--- config.mk ---
export PLATFORM = sky130hd
export DESIGN_NAME = lxcd_ctrl
export DESIGN_NICKNAME = d
export VERILOG_FILES = /design/src/hw/lxcd_pkg.sv /design/src/hw/lxcd_ctrl.sv
export VERILOG_INCLUDE_DIRS = /design/src /design/src/hw
export SDC_FILE = /design/constraint.sdc
export NUM_CORES = 1
export LEC_CHECK = 0
export BUFFER_PORTS_ARGS = -buffer_cell sky130_fd_sc_hd__buf_2
export CORE_UTILIZATION = 45
export CTS_CLUSTER_SIZE = 16
export DETAILED_ROUTE_END_ITERATION = 10
export PLACE_DENSITY_LB_ADDON = 0.25
export SKIP_LAST_GASP = 1
export SYNTH_ARGS = -nofsm -noshare
export SYNTH_HDL_FRONTEND = slang
export SYNTH_SLANG_ARGS = --single-unit
--- constraint.sdc ---
create_clock -name i_clock -period 3.5 [get_ports i_clock]
set_clock_uncertainty 0.15 [all_clocks]
set_input_delay 0.175 -clock i_clock [delete_from_list [all_inputs] [get_ports i_clock]]
set_output_delay 0.175 -clock i_clock [all_outputs]
set_load 0.005 [all_outputs]
--- src/hw/lxcd_defs.svh ---
// Purpose: Constants of the line transceiver control block (offsets, bit fields, timing).
// Assumes: Included by bare name from the package and the control module.
// Notes: Times are kept in their own unit; the power-up and pin reset cycle counts derive from the clock period, the others are fixed.
`ifndef LXCD_DEFS_SVH
`define LXCD_DEFS_SVH

// ****************************************************************
// Register map
// ****************************************************************
`define LXCD_ADDR_W 8
`define LXCD_DATA_W 8
`define LXCD_OFS_CTRL 8'h10
`define LXCD_RDATA_UNMAPPED 8'h00
`define LXCD_CTRL_RESET 8'h00

// ****************************************************************
// Bit positions of the input and output data bytes, and the pending-interrupt mode code
// ****************************************************************
`define LXCD_BIT_LOSS 0
`define LXCD_BIT_CODER 2
`define LXCD_BIT_REMOTE 5
`define LXCD_BIT_LOCAL 6
`define LXCD_BIT_ONES 7
`define LXCD_MODE_IRQ 3'b011

// ****************************************************************
// Timing
// ****************************************************************
`define LXCD_CLK_PERIOD_PS 8000
`define LXCD_PWRUP_MS 32
`define LXCD_PIN_RESET_NS 200
`define LXCD_PWRUP_CYC (`LXCD_PWRUP_MS * 1000000 / (`LXCD_CLK_PERIOD_PS / 1000))
`define LXCD_PIN_RESET_CYC ((`LXCD_PIN_RESET_NS * 1000 + `LXCD_CLK_PERIOD_PS - 1) / `LXCD_CLK_PERIOD_PS)
`define LXCD_MODE_TOGGLE_CYC 64
`define LXCD_TXCLK_LOSS_CYC 256
`define LXCD_ATTN_BIT_CYC 16
`define LXCD_ATTN_FRAME_BITS 4

`endif

--- src/hw/lxcd_pkg.sv ---
// Purpose: Types shared by the line transceiver control block.
// Assumes: Constants come from lxcd_defs.svh.
// Notes: Power-up sequencer states are one-hot.
`include "lxcd_defs.svh"

package lxcd_pkg;
    typedef logic [`LXCD_ADDR_W-1:0] lxcd_addr_t;
    typedef logic [`LXCD_DATA_W-1:0] lxcd_data_t;
    typedef enum logic [1:0] {
        LXCD_ST_CALIB = 2'b01,
        LXCD_ST_RUN = 2'b10
    } lxcd_state_t;
endpackage

--- src/hw/lxcd_ctrl.sv ---
// Purpose: Control logic of a single E1 line transceiver: signal-loss interrupt, resets, diagnostic loopbacks.
// Assumes: All inputs are synchronous to i_clock; line clocks are sampled as ordinary inputs.
// Notes: Host path uses a plain register port; pin path uses individual mode pins.
`timescale 1ns/1ps
`include "lxcd_defs.svh"

module lxcd_ctrl #(
    parameter int unsigned PWRUP_CYC = `LXCD_PWRUP_CYC,
    parameter int unsigned PIN_RESET_CYC = `LXCD_PIN_RESET_CYC,
    parameter int unsigned TXCLK_LOSS_CYC = `LXCD_TXCLK_LOSS_CYC,
    parameter int unsigned ATTN_BIT_CYC = `LXCD_ATTN_BIT_CYC
) (
    input wire logic i_clock,
    input wire logic i_arst_n,
    input wire lxcd_pkg::lxcd_addr_t i_addr,
    input wire lxcd_pkg::lxcd_data_t i_wdata,
    input wire logic i_wr,
    input wire logic i_rd,
    output lxcd_pkg::lxcd_data_t o_rdata,
    input wire logic i_mode,
    input wire logic i_sample_edge_sel,
    input wire logic i_pin_all_ones_mode,
    input wire logic i_pin_local_loopback,
    input wire logic i_pin_remote_loopback,
    input wire logic i_jitter_path_sel,
    input wire logic i_xtal_grounded,
    input wire logic i_signal_loss,
    input wire logic [1:0] i_eq_setting,
    input wire logic i_tx_clk_in,
    input wire logic i_mclk_in,
    input wire logic i_tx_pos_in,
    input wire logic i_tx_neg_in,
    input wire logic i_rx_clk_in,
    input wire logic i_line_rx_pos,
    input wire logic i_line_rx_neg,
    output logic o_irq_n_o,
    output logic o_irq_n_oe,
    output logic o_line_tx_pos,
    output logic o_line_tx_neg,
    output logic o_rx_pos_out,
    output logic o_rx_neg_out,
    output logic o_attenuation_code_out,
    output logic o_calib_busy,
    output logic o_rx_ref_mclk,
    output logic o_coder_enable,
    output logic o_pin_mode
);
    import lxcd_pkg::*;

    // ****************************************************************
    // Declarations
    // ****************************************************************
    lxcd_state_t state_q;
    logic [31:0] pwrup_cnt_q;
    lxcd_data_t ctrl_q;
    logic irq_pend_q;
    logic loss_q;
    logic mode_q;
    logic [7:0] mode_quiet_q;
    logic host_mode;
    logic [7:0] pin_rst_cnt_q;
    logic pin_rst_cmd;
    logic host_rst_cmd;
    logic chip_rst;
    logic ctrl_wr;
    logic all_ones_mode;
    logic local_loopback;
    logic remote_loopback;
    logic ones_active;
    logic txclk_q;
    logic mclk_q;
    logic rxclk_q;
    logic txclk_rise;
    logic mclk_rise;
    logic rxclk_rise;
    logic rxclk_fall;
    logic [15:0] txclk_quiet_q;
    logic txclk_missing;
    logic ones_tick;
    logic ones_polarity_q;
    logic [1:0] jitter_stage_q;
    logic rx_update;
    logic [15:0] attn_cnt_q;
    logic [2:0] attn_bit_q;
    logic [3:0] attn_shift_q;
    lxcd_data_t status_byte;

    // ****************************************************************
    // Control path selection and shared mode decode
    // ****************************************************************
    // A mode pin that keeps toggling is driven by the receive clock: pin mode with coders on.
    always_ff @(posedge i_clock or negedge i_arst_n) begin
        if (!i_arst_n) begin
            mode_q <= 1'b0;
            mode_quiet_q <= 8'h00;
        end else begin
            mode_q <= i_mode;
            if (mode_q != i_mode) begin
                mode_quiet_q <= 8'h00;
            end else if (mode_quiet_q != 8'(`LXCD_MODE_TOGGLE_CYC)) begin
                mode_quiet_q <= mode_quiet_q + 8'h01;
            end
        end
    end

    // Host only with a steady high; low or toggling selects pins
    assign host_mode = mode_q && (mode_quiet_q == 8'(`LXCD_MODE_TOGGLE_CYC));

    assign ctrl_wr = i_wr && (i_addr == `LXCD_OFS_CTRL) && host_mode;
    assign host_rst_cmd = ctrl_wr && i_wdata[`LXCD_BIT_REMOTE] && i_wdata[`LXCD_BIT_LOCAL]
                          && !i_wdata[`LXCD_BIT_ONES];

    // Pin reset needs the pattern held the full time, which the controlling logic guarantees
    always_ff @(posedge i_clock or negedge i_arst_n) begin
        if (!i_arst_n) begin
            pin_rst_cnt_q <= 8'h00;
        end else if (!host_mode && i_pin_remote_loopback && i_pin_local_loopback && !i_pin_all_ones_mode) begin
            if (pin_rst_cnt_q != 8'(PIN_RESET_CYC)) begin
                pin_rst_cnt_q <= pin_rst_cnt_q + 8'h01;
            end
        end else begin
            pin_rst_cnt_q <= 8'h00;
        end
    end

    assign pin_rst_cmd = (pin_rst_cnt_q == 8'(PIN_RESET_CYC) - 8'h01);
    assign chip_rst = host_rst_cmd || pin_rst_cmd;

    // Both control paths feed one set of mode controls
    always_comb begin
        if (host_mode) begin
            all_ones_mode = ctrl_q[`LXCD_BIT_ONES];
            local_loopback = ctrl_q[`LXCD_BIT_LOCAL];
            remote_loopback = ctrl_q[`LXCD_BIT_REMOTE];
        end else begin
            all_ones_mode = i_pin_all_ones_mode;
            local_loopback = i_pin_local_loopback && !i_pin_remote_loopback;
            remote_loopback = i_pin_remote_loopback && !i_pin_local_loopback;
        end
    end

    // All ones coexists with local loop but never with remote loop
    assign ones_active = all_ones_mode && !remote_loopback;

    // ****************************************************************
    // Power-up calibration sequence
    // ****************************************************************
    always_ff @(posedge i_clock or negedge i_arst_n) begin
        if (!i_arst_n) begin
            state_q <= LXCD_ST_CALIB;
            pwrup_cnt_q <= 32'h0000_0000;
        end else begin
            unique case (state_q)
                LXCD_ST_CALIB: begin
                    if (pwrup_cnt_q == PWRUP_CYC - 1) begin
                        state_q <= LXCD_ST_RUN;
                    end else begin
                        pwrup_cnt_q <= pwrup_cnt_q + 32'h0000_0001;
                    end
                end
                LXCD_ST_RUN: begin
                    pwrup_cnt_q <= 32'h0000_0000;
                end
                default: begin
                    state_q <= LXCD_ST_CALIB;
                    pwrup_cnt_q <= 32'h0000_0000;
                end
            endcase
        end
    end

    always_ff @(posedge i_clock or negedge i_arst_n) begin
        if (!i_arst_n) begin
            o_calib_busy <= 1'b1;
            o_rx_ref_mclk <= 1'b0;
            o_pin_mode <= 1'b1;
            o_coder_enable <= 1'b0;
        end else begin
            o_calib_busy <= (state_q == LXCD_ST_CALIB);
            o_rx_ref_mclk <= i_xtal_grounded;
            o_pin_mode <= !host_mode;
            o_coder_enable <= host_mode ? ctrl_q[`LXCD_BIT_CODER] : (mode_quiet_q != 8'(`LXCD_MODE_TOGGLE_CYC));
        end
    end

    // ****************************************************************
    // Input data byte and signal-loss interrupt
    // ****************************************************************
    always_ff @(posedge i_clock or negedge i_arst_n) begin
        if (!i_arst_n) begin
            ctrl_q <= `LXCD_CTRL_RESET;
        end else if (chip_rst) begin
            ctrl_q <= `LXCD_CTRL_RESET;
        end else if (ctrl_wr) begin
            ctrl_q <= i_wdata;
        end
    end

    always_ff @(posedge i_clock or negedge i_arst_n) begin
        if (!i_arst_n) begin
            loss_q <= 1'b0;
            irq_pend_q <= 1'b0;
        end else begin
            loss_q <= i_signal_loss;
            // A change in the same cycle as a clear still sets the flag
            if (host_mode && (loss_q != i_signal_loss) && !ctrl_q[`LXCD_BIT_LOSS]) begin
                irq_pend_q <= 1'b1;
            end else if (chip_rst) begin
                irq_pend_q <= 1'b0;
            end else if (ctrl_wr && i_wdata[`LXCD_BIT_LOSS] && loss_q) begin
                irq_pend_q <= 1'b0;
            end
        end
    end

    // Open-drain: the data half never drives high
    always_ff @(posedge i_clock or negedge i_arst_n) begin
        if (!i_arst_n) begin
            o_irq_n_o <= 1'b0;
            o_irq_n_oe <= 1'b0;
        end else begin
            o_irq_n_o <= 1'b0;
            o_irq_n_oe <= irq_pend_q && host_mode;
        end
    end

    // ****************************************************************
    // Output data byte and read port
    // ****************************************************************
    always_comb begin
        status_byte = 8'h00;
        status_byte[`LXCD_BIT_LOSS] = loss_q;
        status_byte[`LXCD_BIT_CODER] = ctrl_q[`LXCD_BIT_CODER];
        if (irq_pend_q) begin
            {status_byte[`LXCD_BIT_ONES], status_byte[`LXCD_BIT_LOCAL], status_byte[`LXCD_BIT_REMOTE]}
                = `LXCD_MODE_IRQ;
        end else begin
            status_byte[`LXCD_BIT_REMOTE] = remote_loopback;
            status_byte[`LXCD_BIT_LOCAL] = local_loopback;
            status_byte[`LXCD_BIT_ONES] = all_ones_mode;
        end
    end

    always_ff @(posedge i_clock or negedge i_arst_n) begin
        if (!i_arst_n) begin
            o_rdata <= `LXCD_RDATA_UNMAPPED;
        end else if (i_rd && (i_addr == `LXCD_OFS_CTRL)) begin
            o_rdata <= status_byte;
        end else begin
            o_rdata <= `LXCD_RDATA_UNMAPPED;
        end
    end

    // ****************************************************************
    // Line clock edges and transmit clock presence
    // ****************************************************************
    always_ff @(posedge i_clock or negedge i_arst_n) begin
        if (!i_arst_n) begin
            txclk_q <= 1'b0;
            mclk_q <= 1'b0;
            rxclk_q <= 1'b0;
        end else begin
            txclk_q <= i_tx_clk_in;
            mclk_q <= i_mclk_in;
            rxclk_q <= i_rx_clk_in;
        end
    end

    assign txclk_rise = i_tx_clk_in && !txclk_q;
    assign mclk_rise = i_mclk_in && !mclk_q;
    assign rxclk_rise = i_rx_clk_in && !rxclk_q;
    assign rxclk_fall = !i_rx_clk_in && rxclk_q;

    always_ff @(posedge i_clock or negedge i_arst_n) begin
        if (!i_arst_n) begin
            txclk_quiet_q <= 16'h0000;
        end else if (txclk_rise) begin
            txclk_quiet_q <= 16'h0000;
        end else if (txclk_quiet_q != 16'(TXCLK_LOSS_CYC)) begin
            txclk_quiet_q <= txclk_quiet_q + 16'h0001;
        end
    end

    assign txclk_missing = (txclk_quiet_q == 16'(TXCLK_LOSS_CYC));
    // Master clock takes over only with jitter attenuation on the transmit side
    assign ones_tick = (txclk_missing && !i_jitter_path_sel) ? mclk_rise : txclk_rise;

    // ****************************************************************
    // Transmit line data
    // ****************************************************************
    always_ff @(posedge i_clock or negedge i_arst_n) begin
        if (!i_arst_n) begin
            o_line_tx_pos <= 1'b0;
            o_line_tx_neg <= 1'b0;
            ones_polarity_q <= 1'b0;
            jitter_stage_q <= 2'b00;
        end else begin
            if (txclk_rise) begin
                jitter_stage_q <= {i_tx_pos_in, i_tx_neg_in};
            end
            if (remote_loopback) begin
                if (rxclk_rise) begin
                    o_line_tx_pos <= i_line_rx_pos;
                    o_line_tx_neg <= i_line_rx_neg;
                end
            end else if (ones_active) begin
                if (ones_tick) begin
                    // Marks alternate polarity; transmit data is ignored
                    o_line_tx_pos <= !ones_polarity_q;
                    o_line_tx_neg <= ones_polarity_q;
                    ones_polarity_q <= !ones_polarity_q;
                end
            end else if (txclk_rise) begin
                o_line_tx_pos <= i_tx_pos_in;
                o_line_tx_neg <= i_tx_neg_in;
            end
        end
    end

    // ****************************************************************
    // Receive data outputs
    // ****************************************************************
    // Update on the opposite edge so data are stable at the valid edge
    assign rx_update = (host_mode && i_sample_edge_sel) ? rxclk_rise : rxclk_fall;

    always_ff @(posedge i_clock or negedge i_arst_n) begin
        if (!i_arst_n) begin
            o_rx_pos_out <= 1'b0;
            o_rx_neg_out <= 1'b0;
        end else if (local_loopback) begin
            // Line input disconnected; transmit data return via the jitter stage
            if (txclk_rise) begin
                o_rx_pos_out <= jitter_stage_q[1];
                o_rx_neg_out <= jitter_stage_q[0];
            end
        end else if (rx_update) begin
            o_rx_pos_out <= i_line_rx_pos;
            o_rx_neg_out <= i_line_rx_neg;
        end
    end

    // ****************************************************************
    // Attenuation code stream
    // ****************************************************************
    // Frame: start bit 1, code bit L1, code bit L2, stop bit 0
    always_ff @(posedge i_clock or negedge i_arst_n) begin
        if (!i_arst_n) begin
            attn_cnt_q <= 16'h0000;
            attn_bit_q <= 3'h0;
            attn_shift_q <= 4'h0;
            o_attenuation_code_out <= 1'b0;
        end else if (attn_cnt_q == 16'(ATTN_BIT_CYC) - 16'h0001) begin
            attn_cnt_q <= 16'h0000;
            if (attn_bit_q == 3'(`LXCD_ATTN_FRAME_BITS) - 3'h1) begin
                attn_bit_q <= 3'h0;
                attn_shift_q <= {1'b1, i_eq_setting, 1'b0};
                o_attenuation_code_out <= attn_shift_q[0];
            end else begin
                attn_bit_q <= attn_bit_q + 3'h1;
                attn_shift_q <= {attn_shift_q[2:0], 1'b0};
                o_attenuation_code_out <= attn_shift_q[3];
            end
        end else begin
            attn_cnt_q <= attn_cnt_q + 16'h0001;
        end
    end
endmodule

; ---- Yosys cells after proc, flatten, opt, wreduce, memory -nomap -nowiden
; Cells that the tools add are included.
[word_totals]
register_bits = 124
elab_cells = 147
output_inout_bits = 19
[classes]
mux = 43
n_bitwise = 2
reduce_logical = 48
addsub = 6
n_eq_ne = 20
[op_table]
columns = operator, count
row1 = two-way mux 32 bit, 2
row2 = two-way mux 8 bit, 7
row3 = two-way mux 16 bit, 3
row4 = adder 16 x 1 -> 16 bit (second input constant), 2
row5 = adder 32 x 1 -> 32 bit (second input constant), 1
row6 = == test 32 x 22 -> 1 bit (second input constant), 1
row7 = two-way mux 1 bit, 26
row8 = logical AND 1 bit, 24
row9 = adder 8 x 1 -> 8 bit (second input constant), 2
row10 = == test 16 x 4 -> 1 bit (second input constant), 1
row11 = == test 16 x 9 -> 1 bit (second input constant), 1
row12 = == test 8 x 5 -> 1 bit (second input constant), 2
row13 = inequality test 16 x 9 -> 1 bit (second input constant), 1
row14 = logical NOT 1 bit, 13
row15 = == test 8 x 7 -> 1 bit (second input constant), 1
row16 = inequality test 8 x 5 -> 1 bit (second input constant), 1
row17 = inequality test 8 x 7 -> 1 bit (second input constant), 1
row18 = nonzero test 2 bit, 4
row19 = two-way mux 3 bit, 2
row20 = inequality test 2 x 1 -> 1 bit (second input constant), 3
row21 = AND reduction 3 bit, 2
row22 = nonzero test 3 bit, 2
row23 = two-way mux 4 bit, 1
row24 = inequality test 2 bit (second input constant), 2
row25 = 11 further kinds, 14

; ---- Logic depth before layout (Yosys ltp)
[logic_depth]
word_depth = 9
ltp_mapped = 8
mapped_depth_nobuf = 8

; ---- Least setup slack after synthesis
; No wires, ideal clock.
[synth_timing]
path_kind = reg2reg
startpoint = reg mode_quiet_q[2]
endpoint = reg o_rx_neg_out
setup_slack_ps = 851
synth_period_minus_slack_ps = 2649
stages_incl_launch_ff = 7
n_path_buf = 0
arrival_ps = 2372
setup_time_ps = 128
path_cell_list = dfrtp_1 -> or4_4 -> nor4_4 -> nor3b_1 -> a21oi_2 -> mux2_2 -> mux2_1
[synth_between]
elab_chain_cells = 6
elab_cells_between_ends = 9
cone_classes = eq/ne (2) / mux (3) / reduce/logical (4)
[synth_lines]
columns = item, line_no
row1 = from (decl), lxcd_ctrl.sv:59  ; logic [7:0] mode_quiet_q;
row2 = from (signal assigned), lxcd_ctrl.sv:101  ; mode_quiet_q <= mode_quiet_q + 8'h01;
row3 = == test 8 x 7 -> 1 bit (*), lxcd_ctrl.sv:107  ; assign host_mode = mode_q && (mode_quiet_q == 8'(`LXCD_MODE_TOGGLE_CYC));
row4 = logical AND 1 bit (*), lxcd_ctrl.sv:107
row5 = logical AND 1 bit, lxcd_ctrl.sv:324  ; assign rx_update = (host_mode && i_sample_edge_sel) ? rxclk_rise : rxclk_fall;
row6 = two-way mux 1 bit, lxcd_ctrl.sv:324
row7 = nonzero test 2 bit (no source line), n/a
row8 = AND reduction 2 bit (no source line), n/a
row9 = to (signal assigned), lxcd_ctrl.sv:334  ; o_rx_neg_out <= jitter_stage_q[0];
row10 = to (signal assigned), lxcd_ctrl.sv:338  ; o_rx_neg_out <= i_line_rx_neg;
row11 = to (decl), lxcd_ctrl.sv:41  ; output logic o_rx_neg_out,
; Mark *: on every way between the ends. The rest lies on a longest branch, timed or not.
; A chain may end at the register's enable or synchronous reset.

; ---- Worst setup path after layout
[layout_timing]
startpoint = reg mode_quiet_q[2]
endpoint = reg ctrl_q[6]
[layout_between]
elab_chain_cells = 8
elab_cells_between_ends = 9
cone_classes = eq/ne (1) / mux (1) / reduce/logical (7)
[layout_lines]
columns = item, line_no
row1 = == test 8 x 7 -> 1 bit (*), lxcd_ctrl.sv:107
row2 = logical AND 1 bit (*), lxcd_ctrl.sv:107
row3 = logical AND 1 bit (*), lxcd_ctrl.sv:109  ; assign ctrl_wr = i_wr && (i_addr == `LXCD_OFS_CTRL) && host_mode;
row4 = logical AND 1 bit (3 in a row), lxcd_ctrl.sv:110  ; assign host_rst_cmd = ctrl_wr && i_wdata[`LXCD_BIT_REMOTE] && i_wdata[`LXCD_BIT_LOCAL]
row5 = logical OR 1 bit, lxcd_ctrl.sv:127  ; assign chip_rst = host_rst_cmd || pin_rst_cmd;
row6 = two-way mux 8 bit / nonzero test 2 bit (equally long branches), n/a
row7 = to (signal assigned), lxcd_ctrl.sv:191  ; ctrl_q <= `LXCD_CTRL_RESET;
row8 = to (signal assigned), lxcd_ctrl.sv:193  ; ctrl_q <= `LXCD_CTRL_RESET;
row9 = to (signal assigned), lxcd_ctrl.sv:195  ; ctrl_q <= i_wdata;
row10 = to (decl), lxcd_ctrl.sv:55  ; lxcd_data_t ctrl_q;
; Marks and branches as above.

==> results.py <==
metrics = {
    "timing": {
        "max_slew_margin_pct": 26.4,
        "timing_worst_slew_pin_value_ps": 1100,
        "final.hold.worst_slack_ps": 100,
        "rsz_0062_raised_after_global_routing": "false",
        "max_clock_freq_ghz": 0.339,
        "timing_max_transition_violations_final": 0,
        "total_count_of_hold_check_failures_in_the_final_report": 0,
        "final_critical_path_setup_slack_ps": 554,
        "final-setup-viol-count": 0,
        "fin_crit_sh_pct": 84.2,
        "final.min_clock_period_ps": 2950,
        "setup-tns-final_ps": 0,
    },
    "layout": {
        "n_antenna_cell": 0,
        "finish.net_count": 669,
        "post_route_cells_drive_above_1_share_pct": 15.9,
        "syn2layout_area_growth_pct": 22.9,
        "post_layout_nonfiller_instances": 803,
        "final_common_cell": "sky130_fd_sc_hd__dfrtp_1",
        "final_area_um2": 6850,
        "layout_common_cells": "sky130_fd_sc_hd__dfrtp_1, sky130_fd_sc_hd__nor2_1, sky130_fd_sc_hd__buf_2",
        "share_of_the_core_filled_with_cells_pct": 56.8,
    },
    "power": {
        "largest_vdd_supply_drop_v": 0.000432,
        "power_mw": 3.44,
        "power_density_nw_per_um2": 502,
        "p_leak_nw": 3.23,
    },
    "clocking": {
        "cts_tree": "done",
        "number_of_buffers_added_by_the_clock_tree_synthesis_step": 17,
        "clock_latency_ps": 420,
        "post-cts-setup-buffers": 0,
        "cts-htree-levels": 4,
        "clock-root-buffer": "sky130_fd_sc_hd__clkbuf_16",
        "post_cts.resized_instances": 0,
        "clk_pin_slew_worst_paths_ps": 50,
        "cts_max_path_buffers": 2,
        "clock-sinks": 117,
        "cts_hold_buf": 23,
    },
    "detailed_routing": {
        "detail_route.wirelength_mm": 10.4,
        "remaining_drc_errors": 0,
        "routed_wire_length_per_instance_um": 12.9,
        "dr.first_iter.drc_count": 184,
        "route.vias.total": 4077,
        "drt_pass1_iterations": 4,
        "avgViaCountPerCell": 5.08,
        "ant_nets": 0,
    },
    "setup_path": {
        "worstPathRequired_ps": 3650,
        "worst_r2r_path_depth": 7,
        "reg2reg_setup_slack_ps": 550,
        "worstPathArrival_ps": 3100,
        "worstSetupEndpointType": "flip-flop",
        "critical_path_class": "reg -> reg",
        "r2r-end": "ctrl_q[6]$_DFFE_PN0P_",
        "critical_path.max_fanout": 9,
        "startpoint_type_of_the_worst_setup_path": "flip-flop",
        "rr_startpoint": "mode_quiet_q[2]$_DFFE_PN0P_",
    },
    "synth": {
        "synth_area_leader_cell": "sky130_fd_sc_hd__dfrtp_1",
        "synth.distinct_cells": 56,
        "synth-warning-count": 0,
        "synth_async_sr_flop_share_pct": 100,
        "postSynthAreaPerCell_um2": 10.4,
        "number_of_enable_type_register_cells_in_the_synthesized_netlist": 0,
        "synthFlopType": "sky130_fd_sc_hd__dfrtp_1",
        "synth.top_cells.by_area": "sky130_fd_sc_hd__dfrtp_1, sky130_fd_sc_hd__xor2_1, sky130_fd_sc_hd__nor2_1",
        "synth_seq_cells": 117,
        "yosysTopAreaCellShare_pct": 51.2,
        "netlist_instances": 537,
        "seq_area_frac_synth_pct": 52.6,
        "combined_area_of_all_synthesized_cells_um2": 5570,
    },
    "die": {
        "dieHeight_um": 113,
        "core-area_um2": 12100,
        "fp-row-count": 40,
        "floorplan.io_pins": 56,
        "initial_utilization_pct": 46.2,
        "die_outline_area_um2": 12800,
        "die_x_um": 113,
    },
    "min_path": {
        "hp-start": "i_pin_all_ones_mode",
        "hold-path-cell-count": 3,
        "min_delay_worst_endpoint": "o_rdata[7]$_DFF_PN0_",
        "hold_class": "in -> reg",
    },
    "global_route": {
        "fraction_of_met1_tracks_used_by_global_routing_pct": 22.5,
        "via_count_of_the_first_global_routing_pass": 4113,
        "grt_start_max_net_pins": 66,
        "use_met2_pct": 30.1,
        "grtUsageMet3_pct": 5.73,
        "grt_antenna_before_repair": 0,
        "global_route.usage.total_pct": 18.5,
        "grt_first_pass_wirelength_mm": 18.5,
        "grt_remaining_overflow": 0,
        "grt-busiest-layer": "met2",
    },
    "job": {
        "max_cap_viol_count": 0,
    },
    "outcome": {
        "outcome": "finished clean",
    },
    "placed_design": {
        "detailedPlace.worstSlack_ps": 806,
        "place.detailed.hpwl_mm": 7.05,
        "placement.cell_area_um2": 6010,
        "place_inst": 748,
        "place_congestion": 0.800,
        "place.port_buffers": 48,
    },
}
## registers in the layout, summed over array words and instances, names as in the netlist, 2 cells and up
register / flops
attn_bit_q: 3
attn_shift_q: 3
pwrup_cnt_q: 32
attn_cnt_q: 16
pin_rst_cnt_q: 8
ctrl_q: 5
jitter_stage_q: 2
state_q: 2
o_rdata: 5
txclk_quiet_q: 16
mode_quiet_q: 8
## cells by family (layout without fill, tap and decap cells)
kind of cell	Yosys count	in the layout	synth area share, %
simple gates	250	250	23.1
flops	117	117	52.6
xor+xnor	66	66	10.4
compound gates	42	42	5.01
buf+inv	28	123	2.18
mux	23	23	4.42
fa+ha+maj	10	10	2.25
other cells	1	4	0.0673
## worst max-delay path: stages (launching register included)
cell and delay [ps]:
sky130_fd_sc_hd__dfrtp_1 420, sky130_fd_sc_hd__or4_4 570, sky130_fd_sc_hd__nor4_4 220, sky130_fd_sc_hd__buf_4 240, sky130_fd_sc_hd__nand3_2 240, sky130_fd_sc_hd__o31ai_4 340
sky130_fd_sc_hd__nor2_1 80, sky130_fd_sc_hd__dlygate4sd3_1 560
## how the worst max path moves through the flow
stage / end / from / cells after the start / slack, ps
final: ctrl_q[6]$_DFFE_PN0P_ / mode_quiet_q[2]$_DFFE_PN0P_ / 7 / 550
after floorplan: o_rx_neg_out$_DFFE_PN0P_ / mode_quiet_q[2]$_DFFE_PN0P_ / 6 / 850
after detailed placement: o_line_tx_neg$_DFFE_PN0P_ / mode_quiet_q[2]$_DFFE_PN0P_ / 7 / 810
after global placement: o_line_tx_neg$_DFFE_PN0P_ / mode_quiet_q[2]$_DFFE_PN0P_ / 7 / 850
after global routing: ctrl_q[5]$_DFFE_PN0P_ / mode_quiet_q[2]$_DFFE_PN0P_ / 7 / 400
after CTS: ctrl_q[6]$_DFFE_PN0P_ / mode_quiet_q[2]$_DFFE_PN0P_ / 7 / 550
## synthesized netlist by cell type (all sizes together), types with 3 or more instances
cell	number
ha	10
and4	5
nand3	35
nor2	75
and3	21
clkbuf	5
nand2	44
xor2	40
mux2	10
nor3	11
nor2b	6
a21oi	14
xnor2	26
or3	7
a211oi	3
buf	6
mux2i	13
nor4b	3
nand2b	6
nor4	10
dfstp	3
and2	6
o21ai	15
inv	17
dfrtp	114
nand4	9
## per-layer routing
metal  part of all wire (%)  vias to the layer above
met2                     48                       70
li1                       -                     2005
met5                      0                        -
met3                    3.9                       19
met4                    2.0                        0
met1                     46                     1983
## layout make-up
type                            instances  area, um^2
Clock buffer                           24         482
Clock inverter                          8         123
Fill cell                            1061        5210
Inverter                               17        63.8
Multi-Input combinational cell        395        2530
Sequential cell                       117        2930
Tap cell                              168         210
Timing Repair Buffer                   74         508
## power by group
part           internal [mW]  switching [mW]
registers               1.41          0.0485
clock network           1.17           0.580
logic                  0.114           0.121
total                   2.69           0.750
No activity file was read; power rests on OpenSTA's default activity.
